## src/logic/rcl_consts.svh

```systemverilog
// Register indices, field positions, reset values and timing of the radio config block
`ifndef RCL_CONSTS_SVH
`define RCL_CONSTS_SVH

`define RCL_IDX_OP_MODE    6'h01
`define RCL_IDX_BR_HIGH    6'h03
`define RCL_IDX_BR_LOW     6'h04
`define RCL_IDX_FDEV_HIGH  6'h05
`define RCL_IDX_FDEV_LOW   6'h06
`define RCL_IDX_FRF_HIGH   6'h07
`define RCL_IDX_FRF_MID    6'h08
`define RCL_IDX_FRF_LOW    6'h09
`define RCL_IDX_RC_CAL     6'h0A
`define RCL_IDX_AFC        6'h0B
`define RCL_IDX_RSVD_C     6'h0C
`define RCL_IDX_LCFG       6'h0D
`define RCL_IDX_LIDLE      6'h0E
`define RCL_IDX_LRX        6'h0F
`define RCL_IDX_REV        6'h10
`define RCL_IDX_IRQ_STAT   6'h20
`define RCL_IDX_IRQ_MASK   6'h21

`define RCL_RST_MODE       3'h1
`define RCL_RST_BR_HIGH    8'h1A
`define RCL_RST_BR_LOW     8'h0B
`define RCL_RST_FDEV_HIGH  6'h00
`define RCL_RST_FDEV_LOW   8'h52
`define RCL_RST_FRF_HIGH   8'hE4
`define RCL_RST_FRF_MID    8'hC0
`define RCL_RST_FRF_LOW    8'h00
`define RCL_RST_RSVD_C     8'h02
`define RCL_RST_IDLE_RES   2'h2
`define RCL_RST_RX_RES     2'h1
`define RCL_RST_END        2'h1
`define RCL_RST_LIDLE      8'hF5
`define RCL_RST_LRX        8'h20
`define RCL_RC_CAL_UNUSED  6'h01

`define RCL_OPM_LISTEN     6
`define RCL_OPM_ABORT      5
`define RCL_OPM_MODE_HI    4
`define RCL_OPM_MODE_LO    2
`define RCL_CAL_START      7
`define RCL_CAL_DONE       6
`define RCL_AFC_LOWB       5
`define RCL_LCFG_IDLE_HI   7
`define RCL_LCFG_IDLE_LO   6
`define RCL_LCFG_RX_HI     5
`define RCL_LCFG_RX_LO     4
`define RCL_LCFG_CRIT      3
`define RCL_LCFG_END_HI    2
`define RCL_LCFG_END_LO    1

`define RCL_IRQ_CAL        0
`define RCL_IRQ_ACCEPT     1
`define RCL_IRQ_HALT       2
`define RCL_IRQ_W          3

`define RCL_END_STAY       2'h0
`define RCL_END_MODE       2'h1
`define RCL_END_RESUME     2'h2

`define RCL_CLK_MHZ        10
`define RCL_RES_A_US       64
`define RCL_RES_B_US       4100
`define RCL_RES_C_US       262000
`define RCL_CAL_TIME_US    100
`define RCL_RES_A_CYC      (`RCL_RES_A_US * `RCL_CLK_MHZ)
`define RCL_RES_B_CYC      (`RCL_RES_B_US * `RCL_CLK_MHZ)
`define RCL_RES_C_CYC      (`RCL_RES_C_US * `RCL_CLK_MHZ)
`define RCL_CAL_CYC        (`RCL_CAL_TIME_US * `RCL_CLK_MHZ)

`endif

```

## src/logic/rcl_pkg.sv

```systemverilog
// Types shared by the radio config block
package rcl_pkg;
  typedef enum logic [2:0] {
    ls_off     = 3'h0,
    ls_idle    = 3'h1,
    ls_rx      = 3'h3,
    ls_hold    = 3'h2,
    ls_keep_rx = 3'h6,
    ls_halted  = 3'h7
  } rcl_listen_state_t;

  typedef enum logic [2:0] {
    mode_sleep   = 3'h0,
    mode_standby = 3'h1,
    mode_synth   = 3'h2,
    mode_tx      = 3'h3,
    mode_rx      = 3'h4
  } rcl_mode_t;
endpackage

```

## src/logic/rcl_regs.sv

```systemverilog
// Radio configuration and listen duty-cycle register bank on classic Wishbone
//
// Chosen here: register access over Wishbone.
`timescale 1ns/1ps
`include "rcl_consts.svh"
module rcl_regs #(
  parameter int unsigned RES_A_CYC = `RCL_RES_A_CYC,
  parameter int unsigned RES_B_CYC = `RCL_RES_B_CYC,
  parameter int unsigned RES_C_CYC = `RCL_RES_C_CYC,
  parameter int          CAL_CYC   = `RCL_CAL_CYC,
  parameter logic [3:0]  REV_FULL  = 4'h1,  // Arbitrary value
  parameter logic [3:0]  REV_METAL = 4'h0   // Arbitrary value
) (
  input  wire logic        clk,
  input  wire logic        rst,
  input  wire logic        wb_cyc,
  input  wire logic        wb_stb,
  input  wire logic        wb_we,
  input  wire logic [7:0]  wb_adr,
  input  wire logic [3:0]  wb_sel,
  input  wire logic [31:0] wb_dat_w,
  output logic      [31:0] wb_dat_r,
  output logic             wb_ack,
  input  wire logic        strength_threshold,
  input  wire logic        sync_match,
  input  wire logic        payload_complete,
  input  wire logic        rx_timeout,
  output logic      [15:0] rate_divisor,
  output logic      [13:0] freq_deviation,
  output logic      [23:0] carrier_freq,
  output logic             low_index_afc_enable,
  output logic      [2:0]  chip_mode,
  output logic             rc_cal_busy,
  output logic             listen_rx_window,
  output logic             fifo_discard,
  output wire logic        irq
);
  logic [15:0] cal_age_q;

  logic [7:0]  br_high_q;
  logic [7:0]  br_low_q;
  logic [5:0]  fdev_high_q;
  logic [7:0]  fdev_low_q;
  logic [7:0]  frf_high_q;
  logic [7:0]  frf_mid_q;
  logic [7:0]  frf_low_q;
  logic        afc_lowb_q;
  logic [1:0]  idle_res_q;
  logic [1:0]  rx_res_q;
  logic        crit_q;
  logic [1:0]  end_q;
  logic [7:0]  idle_coeff_q;
  logic [7:0]  rx_coeff_q;
  logic [2:0]  mode_q;
  logic        listen_en_q;
  logic [15:0] cal_cnt_q;
  logic        discard_pend_q;
  logic [`RCL_IRQ_W-1:0] irq_stat_q;
  logic [`RCL_IRQ_W-1:0] irq_mask_q;
  rcl_pkg::rcl_listen_state_t state_q;
  rcl_pkg::rcl_listen_state_t state_d;
  logic        idle_start;
  logic        rx_start;
  logic        accept_ev;
  logic        halt_ev;
  logic        idle_done;
  logic        rx_done;
  logic [3:0]  pins_sync;

  // Bus decode
  wire  [5:0]  idx     = wb_adr[7:2];
  wire         req     = wb_cyc & wb_stb;
  wire         wr_fire = req & wb_we & wb_ack & wb_sel[0];
  wire  [7:0]  wd      = wb_dat_w[7:0];
  wire         wr_opm  = wr_fire & (idx == `RCL_IDX_OP_MODE);
  wire         wr_cal  = wr_fire & (idx == `RCL_IDX_RC_CAL);
  wire         wr_stat = wr_fire & (idx == `RCL_IDX_IRQ_STAT);
  wire         abort_w = wr_opm & wd[`RCL_OPM_ABORT] & ~wd[`RCL_OPM_LISTEN];
  wire         cal_go  = wr_cal & wd[`RCL_CAL_START] & ~rc_cal_busy;
  wire         cal_fin = rc_cal_busy & (cal_cnt_q == 16'h1);

  wire         strength_s = pins_sync[0];
  wire         sync_s     = pins_sync[1];
  wire         payload_s  = pins_sync[2];
  wire         timeout_s  = pins_sync[3];
  wire         accept     = strength_s & (~crit_q | sync_s);
  wire         rx_finish  = payload_s | timeout_s;

  wire  [7:0]  rd_byte =
    (idx == `RCL_IDX_OP_MODE)   ? {1'b0, listen_en_q, 1'b0, chip_mode, 2'h0} :
    (idx == `RCL_IDX_BR_HIGH)   ? br_high_q :
    (idx == `RCL_IDX_BR_LOW)    ? br_low_q :
    (idx == `RCL_IDX_FDEV_HIGH) ? {2'h0, fdev_high_q} :
    (idx == `RCL_IDX_FDEV_LOW)  ? fdev_low_q :
    (idx == `RCL_IDX_FRF_HIGH)  ? frf_high_q :
    (idx == `RCL_IDX_FRF_MID)   ? frf_mid_q :
    (idx == `RCL_IDX_FRF_LOW)   ? frf_low_q :
    (idx == `RCL_IDX_RC_CAL)    ? {1'b0, ~rc_cal_busy, `RCL_RC_CAL_UNUSED} :
    (idx == `RCL_IDX_AFC)       ? {2'h0, afc_lowb_q, 5'h0} :
    (idx == `RCL_IDX_RSVD_C)    ? `RCL_RST_RSVD_C :
    (idx == `RCL_IDX_LCFG)      ? {idle_res_q, rx_res_q, crit_q, end_q, 1'b0} :
    (idx == `RCL_IDX_LIDLE)     ? idle_coeff_q :
    (idx == `RCL_IDX_LRX)       ? rx_coeff_q :
    (idx == `RCL_IDX_REV)       ? {REV_FULL, REV_METAL} :
    (idx == `RCL_IDX_IRQ_STAT)  ? {5'h0, irq_stat_q} :
    (idx == `RCL_IDX_IRQ_MASK)  ? {5'h0, irq_mask_q} : 8'h00;

  // Derived configuration words
  assign rate_divisor   = {br_high_q, br_low_q};
  assign freq_deviation = {fdev_high_q, fdev_low_q};
  assign carrier_freq   = {frf_high_q, frf_mid_q, frf_low_q};
  assign low_index_afc_enable = afc_lowb_q;
  assign irq = |(irq_stat_q & irq_mask_q);

  rcl_sync3 #(
    .W (4)
  ) u_sync (
    .clk  (clk),
    .rst  (rst),
    .din  ({rx_timeout, payload_complete, sync_match, strength_threshold}),
    .dout (pins_sync)
  );

  // Idle and receive phase timers
  rcl_phase_timer #(
    .RES_A_CYC (RES_A_CYC),
    .RES_B_CYC (RES_B_CYC),
    .RES_C_CYC (RES_C_CYC)
  ) u_idle_timer (
    .clk   (clk),
    .rst   (rst),
    .start (idle_start),
    .coeff (idle_coeff_q),
    .res   (idle_res_q),
    .busy  (),
    .done  (idle_done)
  );

  rcl_phase_timer #(
    .RES_A_CYC (RES_A_CYC),
    .RES_B_CYC (RES_B_CYC),
    .RES_C_CYC (RES_C_CYC)
  ) u_rx_timer (
    .clk   (clk),
    .rst   (rst),
    .start (rx_start),
    .coeff (rx_coeff_q),
    .res   (rx_res_q),
    .busy  (),
    .done  (rx_done)
  );

  // Wishbone answer, one wait state
  always_ff @(posedge clk or posedge rst) begin
    if (rst) begin
      wb_ack   <= 1'b0;
      wb_dat_r <= 32'h0;
    end else begin
      wb_ack   <= req & ~wb_ack;
      wb_dat_r <= {24'h0, rd_byte};
    end
  end

  // Configuration registers
  always_ff @(posedge clk or posedge rst) begin
    if (rst) begin
      br_high_q    <= `RCL_RST_BR_HIGH;
      br_low_q     <= `RCL_RST_BR_LOW;
      fdev_high_q  <= `RCL_RST_FDEV_HIGH;
      fdev_low_q   <= `RCL_RST_FDEV_LOW;
      frf_high_q   <= `RCL_RST_FRF_HIGH;
      frf_mid_q    <= `RCL_RST_FRF_MID;
      frf_low_q    <= `RCL_RST_FRF_LOW;
      afc_lowb_q   <= 1'b0;
      idle_res_q   <= `RCL_RST_IDLE_RES;
      rx_res_q     <= `RCL_RST_RX_RES;
      crit_q       <= 1'b0;
      end_q        <= `RCL_RST_END;
      idle_coeff_q <= `RCL_RST_LIDLE;
      rx_coeff_q   <= `RCL_RST_LRX;
      mode_q       <= `RCL_RST_MODE;
      listen_en_q  <= 1'b0;
      irq_mask_q   <= '0;
    end else if (wr_fire) begin
      case (idx)
        `RCL_IDX_OP_MODE: begin
          mode_q      <= wd[`RCL_OPM_MODE_HI:`RCL_OPM_MODE_LO];
          listen_en_q <= wd[`RCL_OPM_LISTEN];
        end
        `RCL_IDX_BR_HIGH:   br_high_q <= wd;
        `RCL_IDX_BR_LOW:    br_low_q <= wd;
        `RCL_IDX_FDEV_HIGH: fdev_high_q <= wd[5:0];
        `RCL_IDX_FDEV_LOW:  fdev_low_q <= wd;
        `RCL_IDX_FRF_HIGH:  frf_high_q <= wd;
        `RCL_IDX_FRF_MID:   frf_mid_q <= wd;
        `RCL_IDX_FRF_LOW:   frf_low_q <= wd;
        `RCL_IDX_AFC:       afc_lowb_q <= wd[`RCL_AFC_LOWB];
        `RCL_IDX_LCFG: begin
          idle_res_q <= wd[`RCL_LCFG_IDLE_HI:`RCL_LCFG_IDLE_LO];
          rx_res_q   <= wd[`RCL_LCFG_RX_HI:`RCL_LCFG_RX_LO];
          crit_q     <= wd[`RCL_LCFG_CRIT];
          end_q      <= wd[`RCL_LCFG_END_HI:`RCL_LCFG_END_LO];
        end
        `RCL_IDX_LIDLE:     idle_coeff_q <= wd;
        `RCL_IDX_LRX:       rx_coeff_q <= wd;
        `RCL_IDX_IRQ_MASK:  irq_mask_q <= wd[`RCL_IRQ_W-1:0];
        default: begin
        end
      endcase
    end
  end

  // RC oscillator calibration sequencer
  always_ff @(posedge clk or posedge rst) begin
    if (rst) begin
      rc_cal_busy <= 1'b0;
      cal_cnt_q   <= 16'h0;
    end else if (cal_go) begin
      rc_cal_busy <= 1'b1;
      cal_cnt_q   <= 16'(CAL_CYC);
    end else if (rc_cal_busy) begin
      cal_cnt_q <= cal_cnt_q - 16'h1;
      if (cal_fin) begin
        rc_cal_busy <= 1'b0;
      end
    end
  end

  // Listen duty-cycle sequencer
  always_comb begin
    state_d    = state_q;
    idle_start = 1'b0;
    rx_start   = 1'b0;
    accept_ev  = 1'b0;
    halt_ev    = 1'b0;
    if (abort_w) begin
      state_d = rcl_pkg::ls_off;
    end else begin
      case (state_q)
        rcl_pkg::ls_off: begin
          if (listen_en_q) begin
            state_d    = rcl_pkg::ls_idle;
            idle_start = 1'b1;
          end
        end
        rcl_pkg::ls_idle: begin
          if (idle_done) begin
            state_d  = rcl_pkg::ls_rx;
            rx_start = 1'b1;
          end
        end
        rcl_pkg::ls_rx: begin
          if (accept) begin
            accept_ev = 1'b1;
            if (end_q == `RCL_END_STAY) begin
              state_d = rcl_pkg::ls_keep_rx;
              halt_ev = 1'b1;
            end else begin
              state_d = rcl_pkg::ls_hold;
            end
          end else if (rx_done) begin
            state_d    = rcl_pkg::ls_idle;
            idle_start = 1'b1;
          end
        end
        rcl_pkg::ls_hold: begin
          if (rx_finish) begin
            if (end_q == `RCL_END_RESUME) begin
              state_d    = rcl_pkg::ls_idle;
              idle_start = 1'b1;
            end else begin
              state_d = rcl_pkg::ls_halted;
              halt_ev = 1'b1;
            end
          end
        end
        rcl_pkg::ls_keep_rx, rcl_pkg::ls_halted: begin
          if (!listen_en_q) begin
            state_d = rcl_pkg::ls_off;
          end
        end
        default: state_d = rcl_pkg::ls_off;
      endcase
    end
  end

  wire resume_flush = (state_q == rcl_pkg::ls_hold) & (state_d == rcl_pkg::ls_idle);
  wire in_rx = (state_q == rcl_pkg::ls_rx) | (state_q == rcl_pkg::ls_hold) | (state_q == rcl_pkg::ls_keep_rx);
  wire [`RCL_IRQ_W-1:0] irq_ev = {halt_ev, accept_ev, cal_fin};

  always_ff @(posedge clk or posedge rst) begin
    if (rst) begin
      state_q          <= rcl_pkg::ls_off;
      chip_mode        <= `RCL_RST_MODE;
      listen_rx_window <= 1'b0;
      discard_pend_q   <= 1'b0;
      fifo_discard     <= 1'b0;
      irq_stat_q       <= '0;
    end else begin
      state_q          <= state_d;
      chip_mode        <= in_rx ? rcl_pkg::mode_rx : mode_q;
      listen_rx_window <= (state_q == rcl_pkg::ls_rx);
      fifo_discard     <= rx_start & discard_pend_q;
      discard_pend_q   <= (discard_pend_q & ~rx_start) | resume_flush;
      // Set wins over a same-cycle write-one clear
      irq_stat_q <= (irq_stat_q & ~(wr_stat ? wd[`RCL_IRQ_W-1:0] : '0)) | irq_ev;
    end
  end

  // Busy-cycle count for the calibration length check
  always_ff @(posedge clk or posedge rst) begin
    if (rst) begin
      cal_age_q <= 16'h0;
    end else begin
      cal_age_q <= rc_cal_busy ? cal_age_q + 16'h1 : 16'h0;
    end
  end
endmodule

```

## src/logic/rcl_sync3.sv

```systemverilog
// Three-stage synchroniser; output follows once stages two and three agree
`timescale 1ns/1ps
module rcl_sync3 #(
  parameter int W = 1
) (
  input  wire logic         clk,
  input  wire logic         rst,
  input  wire logic [W-1:0] din,
  output logic      [W-1:0] dout
);
  logic [W-1:0] s1_q;
  logic [W-1:0] s2_q;
  logic [W-1:0] s3_q;

  always_ff @(posedge clk or posedge rst) begin
    if (rst) begin
      s1_q <= '0;
      s2_q <= '0;
      s3_q <= '0;
      dout <= '0;
    end else begin
      s1_q <= din;
      s2_q <= s1_q;
      s3_q <= s2_q;
      dout <= (s2_q & s3_q) | (dout & (s2_q | s3_q));
    end
  end
endmodule

```

## src/logic/rcl_phase_timer.sv

```systemverilog
// Phase timer: coefficient times selected resolution, done pulse at the end
`timescale 1ns/1ps
module rcl_phase_timer #(
  parameter int unsigned RES_A_CYC = 640,
  parameter int unsigned RES_B_CYC = 41000,
  parameter int unsigned RES_C_CYC = 2620000
) (
  input  wire logic       clk,
  input  wire logic       rst,
  input  wire logic       start,
  input  wire logic [7:0] coeff,
  input  wire logic [1:0] res,
  output logic            busy,
  output logic            done
);
  logic [7:0]  remain_q;
  logic [21:0] pre_q;
  wire  [21:0] period;
  wire         res_end;

  // Reserved resolution 00 runs as the shortest one
  assign period  = (res == 2'h3) ? 22'(RES_C_CYC) : (res == 2'h2) ? 22'(RES_B_CYC) : 22'(RES_A_CYC);
  assign res_end = (pre_q >= period - 22'h1);

  always_ff @(posedge clk or posedge rst) begin
    if (rst) begin
      remain_q <= 8'h0;
      pre_q    <= 22'h0;
      busy     <= 1'b0;
      done     <= 1'b0;
    end else begin
      done <= 1'b0;
      if (start) begin
        remain_q <= coeff;
        pre_q    <= 22'h0;
        busy     <= 1'b1;
      end else if (busy) begin
        if (remain_q == 8'h0) begin
          busy <= 1'b0;
          done <= 1'b1;
        end else if (res_end) begin
          pre_q    <= 22'h0;
          remain_q <= remain_q - 8'h1;
        end else begin
          pre_q <= pre_q + 22'h1;
        end
      end
    end
  end
endmodule

```

## config.mk

```make
export PLATFORM = sky130hd
export DESIGN_NAME = rcl_regs
export DESIGN_NICKNAME = d
export VERILOG_FILES = /design/src/logic/rcl_pkg.sv /design/src/logic/rcl_regs.sv /design/src/logic/rcl_sync3.sv /design/src/logic/rcl_phase_timer.sv
export VERILOG_INCLUDE_DIRS = /design/src /design/src/logic
export SDC_FILE = /design/constraint.sdc
export NUM_CORES = 1
export LEC_CHECK = 0
export BUFFER_PORTS_ARGS = -buffer_cell sky130_fd_sc_hd__buf_2
export CORE_MARGIN = 3
export CORE_UTILIZATION = 49
export DETAILED_ROUTE_END_ITERATION = 10
export HOLD_SLACK_MARGIN = 0.02
export PLACE_DENSITY = 0.7
export SYNTH_ARGS = -nofsm -noshare
export SYNTH_HDL_FRONTEND = slang
export SYNTH_SLANG_ARGS = --single-unit
```

## constraint.sdc

```tcl
create_clock -name clk -period 6.55 [get_ports clk]
set_clock_uncertainty 0.05 [all_clocks]
set_input_delay 0 -clock clk [delete_from_list [all_inputs] [get_ports clk]]
set_output_delay 0 -clock clk [all_outputs]
set_load 0.03 [all_outputs]
```

Word-level counts from Yosys, hierarchy flattened
Index checks and enable logic that the tools add are counted.
{ "word_totals": {"ff_bits": 203, "input_bits": 53, "out_inout_bits": 95, "wordCells": 227} }
{ "op_classes": {"n_addsub": 7, "n_lt_le_gt_ge": 2, "eq_ne": 31, "muxes": 85, "bitwise": 35, "n_reduce_logical": 28} }
{ "ops": {"columns": ["cell", "n"], "rows": [
  ["22-bit 2-to-1 mux", 10],
  ["8-bit 2-to-1 mux", 22],
  ["16-bit 2-to-1 mux", 4],
  ["6-bit by 4-bit == test with 1-bit output (second input constant)", 8],
  ["22-bit by 1-bit adder with 22-bit output (second input constant)", 2],
  ["22-bit greater-or-equal comparator", 2],
  ["22-bit by 1-bit subtractor with 22-bit output (second input constant)", 2],
  ["3-bit 2-to-1 mux", 13],
  ["1-bit 2-to-1 mux", 32],
  ["2-bit AND reduction", 15],
  ["6-bit by 3-bit == test with 1-bit output (second input constant)", 4],
  ["1-bit bitwise AND", 17],
  ["16-bit by 1-bit == test with 1-bit output (second input constant)", 1],
  ["8-bit zero test", 2],
  ["16-bit by 1-bit subtractor with 16-bit output (second input constant)", 1],
  ["8-bit by 1-bit subtractor with 8-bit output (second input constant)", 2],
  ["3-bit case mux with 5 select lines", 1],
  ["6-bit == test (second input constant)", 2],
  ["2-bit == test (second input constant)", 5],
  ["2-bit nonzero test", 5],
  ["4-bit bitwise AND", 2],
  ["4-bit bitwise OR", 2],
  ["3-bit bitwise AND", 2],
  ["3-bit by 1-bit == test with 1-bit output (second input constant)", 2],
  ["18 further kinds", 30]
]} }

Depth between registers and ports, before layout
{ "logic_depth": {"ltp_word": 18, "ltp_mapped": 12, "ltp_nobuf": 10} }

Cells and area by module
Synthesis repeated with hierarchy kept, for this count alone.
{ "unflattened": {"hier_cells": 1085, "area_unflattened_um2": 11327.1} }
{ "by_module_without_submodules": {"columns": ["module", "n_inst", "cells_per_inst", "area_per_inst_um2", "seq_area_each_um2"], "rows": [
  ["rcl_regs", 1, 567, 6392.4, 3111.7],
  ["rcl_phase_timer at u_idle_timer", 1, 246, 2319.7, 800.8],
  ["rcl_phase_timer at u_rx_timer", 1, 251, 2165.8, 800.8],
  ["rcl_sync3", 1, 21, 449.2, 400.4]
]} }

Worst setup path before layout
No wires, ideal clock.
{ "synth_path": {"path_type": "register to register", "start": "reg idle_res_q[1]", "end": "reg u_idle_timer.remain_q[1]", "setup_ps": 125, "arrival_time_ps": 2559, "t_required_ps": 6375, "slack_ps": 3817, "stages_incl_launch_ff": 11, "path_buffers": 1, "period_less_slack_ps": 2733, "path_cell_list": "dfstp_2 -> nand2_1 -> ha_1 -> nand2_1 -> nor3_1 -> o21ai_0 -> and3_1 -> or2_2 -> clkbuf_1 -> a21oi_2 -> mux2_2"} }
{ "synth_via": {"elab_chain_cells": 7, "word_cells_on_any_way": 8, "classes_between": "add/sub (1); order compare (1); eq/ne (2); mux (2); reduce/logical (2)"} }
{ "synth_lines": {"columns": ["element", "line_no", "rtl"], "rows": [
  ["from (decl)", "rcl_regs.sv:48", "logic [1:0] idle_res_q;"],
  ["from (signal assigned)", "rcl_regs.sv:175", "idle_res_q <= `RCL_RST_IDLE_RES;"],
  ["from (signal assigned)", "rcl_regs.sv:199", "idle_res_q <= wd[`RCL_LCFG_IDLE_HI:`RCL_LCFG_IDLE_LO];"],
  ["2-bit == test", "rcl_phase_timer.sv:22", "assign period = (res == 2'h3) ? 22'(RES_C_CYC) : (res == 2'h2) ? 22'(RES_B_CYC) : 22'(RES_A_CYC);"],
  ["16-bit 2-to-1 mux", "rcl_phase_timer.sv:22", null],
  ["22-bit 2-to-1 mux *", "rcl_phase_timer.sv:22", null],
  ["22-bit by 1-bit subtractor with 22-bit output *", "rcl_phase_timer.sv:23", "assign res_end = (pre_q >= period - 22'h1);"],
  ["22-bit greater-or-equal comparator *", "rcl_phase_timer.sv:23", null],
  ["2-bit nonzero test (no source line) *", null, null],
  ["3-bit AND reduction (no source line) *", null, null],
  ["to (signal assigned)", "rcl_phase_timer.sv:34", "remain_q <= coeff;"],
  ["to (signal assigned)", "rcl_phase_timer.sv:43", "remain_q <= remain_q - 8'h1;"],
  ["to (decl)", "rcl_phase_timer.sv:16", "logic [7:0] remain_q;"]
]} }
Mark *: on every way between the ends. The rest lies on a longest branch, timed or not.
A chain may end at the register's enable or synchronous reset.

Worst setup path after layout
Ends and elaborated chain as after synthesis.

==> impl_results.md <==
- Status: completed
- I/O Pins: about 150
- CTS clk-pin slew, worst paths: roughly 60 ps
- Setup TNS: 0 ps
- Root Driver: clkbuf_16
- Final hold vios: 0
- Primary FF master, synth: dfrtp_1
- Req. time, crit path: 6900 ps
- Remaining Overflow, GRT: 0
- Antenna Nets Post-Route: 0
- MaxCap Viol Count: 0
- Worst r2r path cells: 10
- CTS Sinks: about 200
- Port buffer count: 94
- Yosys cell types: roughly 80
- Fillers: 1830
- Setup crit end kind: flip-flop
- Top Registers: u_idle_timer.pre_q x22, u_rx_timer.pre_q x22, cal_cnt_q x16
- Row cnt: between 50 and 60
- Worst-Margin Slew: around 1000 ps
- Final Max Slew Viols: 0
- Met3 GRT Util: 3.83%
- Final HPWL DP: around 19000 µm
- Highest clock rate: 280 MHz
- Period utilization: 54.6%
- Worst min path class: in -> reg
- Initial antenna violation count: 1
- H-tree depth: 1
- Critical Path Fanout Max: 17
- P per Cell Area: ~260 nW/µm²
- Antenna diodes: 0
- Internal reg-to-reg setup slack: between 2000 and 3000 ps
- Post-synth top area share: around two fifths
- GPL Wtd Cong: 0.875
- Finish-stage setup viols: 0
- Initial Util: about 51%
- First-pass iteration count of the detailed router: 5
- Deepest clock path buffer count: 3
- Met2 Resource Use GR: between 30% and 40%
- Max VDD drop: between 0.2 and 0.25 mV
- Clk Latency, worst-skew pair: about 520 ps
- M1 GR Usage: between 30 and 40%
- Async set or reset register ratio after synthesis: between 90% and 100%
- # DRC: 0
- Mapped Cells: 1072
- Die Wd: about 150 µm
- Mapped Avg Cell Area: ~10 µm²
- RSZ-0062 raised after global routing: no
- Class of the most critical setup path: reg -> reg
- WL final: ~27000 µm
- Die Y-Extent: 155 µm
- Layout cells sized above 1: about 23%
- Min-Delay Startpoint: wb_adr[3]
- Area contributors post-synth: dfrtp_1, mux2_2, dfstp_2
- Synth warnings: 0
- Hold EP: wb_dat_r[7]$_DFF_PP0_
- Lkg Pwr: just over 6 nW
- R2R Path End: u_idle_timer.remain_q[1]$_DFFE_PP0P_
- Setup Fix Bufs, Post-CTS: 0
- Minimum clock period: 3570 ps
- Mapped Area: approximately 11000 µm²
- EDFF count, synth: 0
- First-pass GRT wire length: between 40000 and 50000 µm
- Post-DR vias/cell: around 5.8
- GR peak layer: met2
- Worst setup SP type: flip-flop
- Hold Crit Depth: 4
- Origin of the critical flop-to-flop path: idle_res_q[1]$_DFFE_PP1P_
- CTS Buf Count: 24
- Area leader, netlist: dfrtp_1
- Register area share after synthesis: a little under half
- Drt first-iter violations: 880
- Critical Path AT: roughly 4000 ps
- Via count: ~8.6k
- Vias in the first global route: approximately 8.1k
- P&R area growth vs syn: 15.3%
- Seq cells post-synth: approximately 200
- TritonCTS clock tree: built
- WL/cell: approximately 18 µm
- GRT Util Overall: between 20% and 30%
- Nets: between 1k and 1.5k
- Die Area: roughly 24000 µm²
- CORE AREA: around 21000 µm²
- Fin util: between 50 and 60%
- Relative slew slack: 29.8%
- Largest net degree at the start of global routing: 123
-- synth_stat cells, drive strengths merged, types with 6 or more instances --
cell and instances:
a22oi 6, nand3 49, dfstp 27, mux2 85
and4 9, nor2 75, clkbuf 36, inv 31
xnor2 7, a21oi 47, and3 17, mux2i 11
o22ai 8, a31oi 12, o21ai 71, o211ai 7
nor3 30, nand2b 7, nor4 10, a21o 10
dfrtp 176, o31ai 6, ha 44, nand4 21
xor2 22, or3 8, nand2 110, and2 7
buf 37, nor3b 7
-- placed cells by master, fill, tap and decap left out, drive strengths merged, types with 22 or more instances in the layout --
cell	netlist	final
mux2	85	85
dfstp	27	27
inv	31	32
nor3	30	30
nand3	49	49
buf	37	102
xor2	22	22
ha	44	44
nand2	110	110
o21ai	71	71
clkbuf	36	33
nor2	75	75
dfrtp	176	176
conb	2	34
a21oi	47	47
-- kinds of logic after synthesis --
logic type | Yosys count | share of synthesized area, %
fa+ha+maj | 48 | 5.45
other cells | 2 | 0.0693
mux | 97 | 10.1
simple gates | 370 | 17.0
buf+inv | 104 | 4.71
compound gates | 219 | 13.1
flops | 203 | 47.2
xor+xnor | 29 | 2.34
-- critical path, stage by stage (launching register included) --
cell and delay (ps):
dfstp_2 550, inv_1 100, nor2_1 320, ha_1 220
nand4_1 100, nor3_1 230, o21ai_0 150, and3_1 200
or2_2 350, a21oi_2 770, mux2_2 410
-- timing repair --
item / in CTS / in global routing
endpoints found under the hold margin: 200 / 0
gates resized for setup: 0 / 0
hold buffers: 17 / 0
-- stage by stage --
| stage | cells | area (µm²) | total power [mW] | worst slack (ps) | hold WS, ps |
|---|---|---|---|---|---|
| global route | 1469 | 12500 | 3.45 | 2780 | 63.0 |
| CTS | 1469 | 12500 | 3.33 | 2980 | 43.7 |
| detailed placement | 1408 | 11400 | 1.86 | 3010 | 59.7 |
| floorplan | 1104 | 11000 | 1.76 | 1010 | -18.6 |
| finish | 1469 | 12500 | 3.31 | 2980 | 65.5 |
| global placement | 1408 | 11400 | 1.85 | 3020 | 57.5 |
-- how the worst max path moves through the flow --
stage               slack (ps)  cells after the start                      start                              endpoint
floorplan                 1010                      1                        rst              br_high_q[0]$_DFFE_PP0P_
global placement          3020                     10  idle_res_q[1]$_DFFE_PP1P_  u_idle_timer.remain_q[1]$_DFFE_PP0P_
detailed placement        3010                     10  idle_res_q[1]$_DFFE_PP1P_  u_idle_timer.remain_q[1]$_DFFE_PP0P_
CTS                       2980                     10  idle_res_q[1]$_DFFE_PP1P_  u_idle_timer.remain_q[1]$_DFFE_PP0P_
global route              2780                     10  idle_res_q[1]$_DFFE_PP1P_  u_idle_timer.remain_q[1]$_DFFE_PP0P_
finish                    2980                     10  idle_res_q[1]$_DFFE_PP1P_  u_idle_timer.remain_q[1]$_DFFE_PP0P_
-- cell type report --
class	instances	area (µm²)	share of cell area (%)
Multi-Input combinational cell	797	5330	42.7
Clock inverter	11	195	1.56
Tap cell	275	344	2.75
Inverter	31	124	0.992
Clock buffer	33	684	5.48
Timing Repair Buffer	119	701	5.61
Sequential cell	203	5110	40.9
-- layer usage --
metal | wire (µm) | vias up | part of all wire [%]
met4 | 500 | 2 | 1.8
met5 | 7 | - | 0.026
met1 | 12400 | 4208 | 46
li1 | - | 4046 | -
met3 | 1590 | 50 | 5.9
met2 | 12600 | 245 | 46
-- power by group --
part / leakage (nW) / switching, mW / total, mW / internal [mW]
Combinational: 3.07 / 0.281 / 0.438 / 0.157
Clock: 0.434 / 0.534 / 1.46 / 0.930
Sequential: 2.59 / 0.0812 / 1.41 / 1.33
No activity file was read; power rests on OpenSTA's default activity.
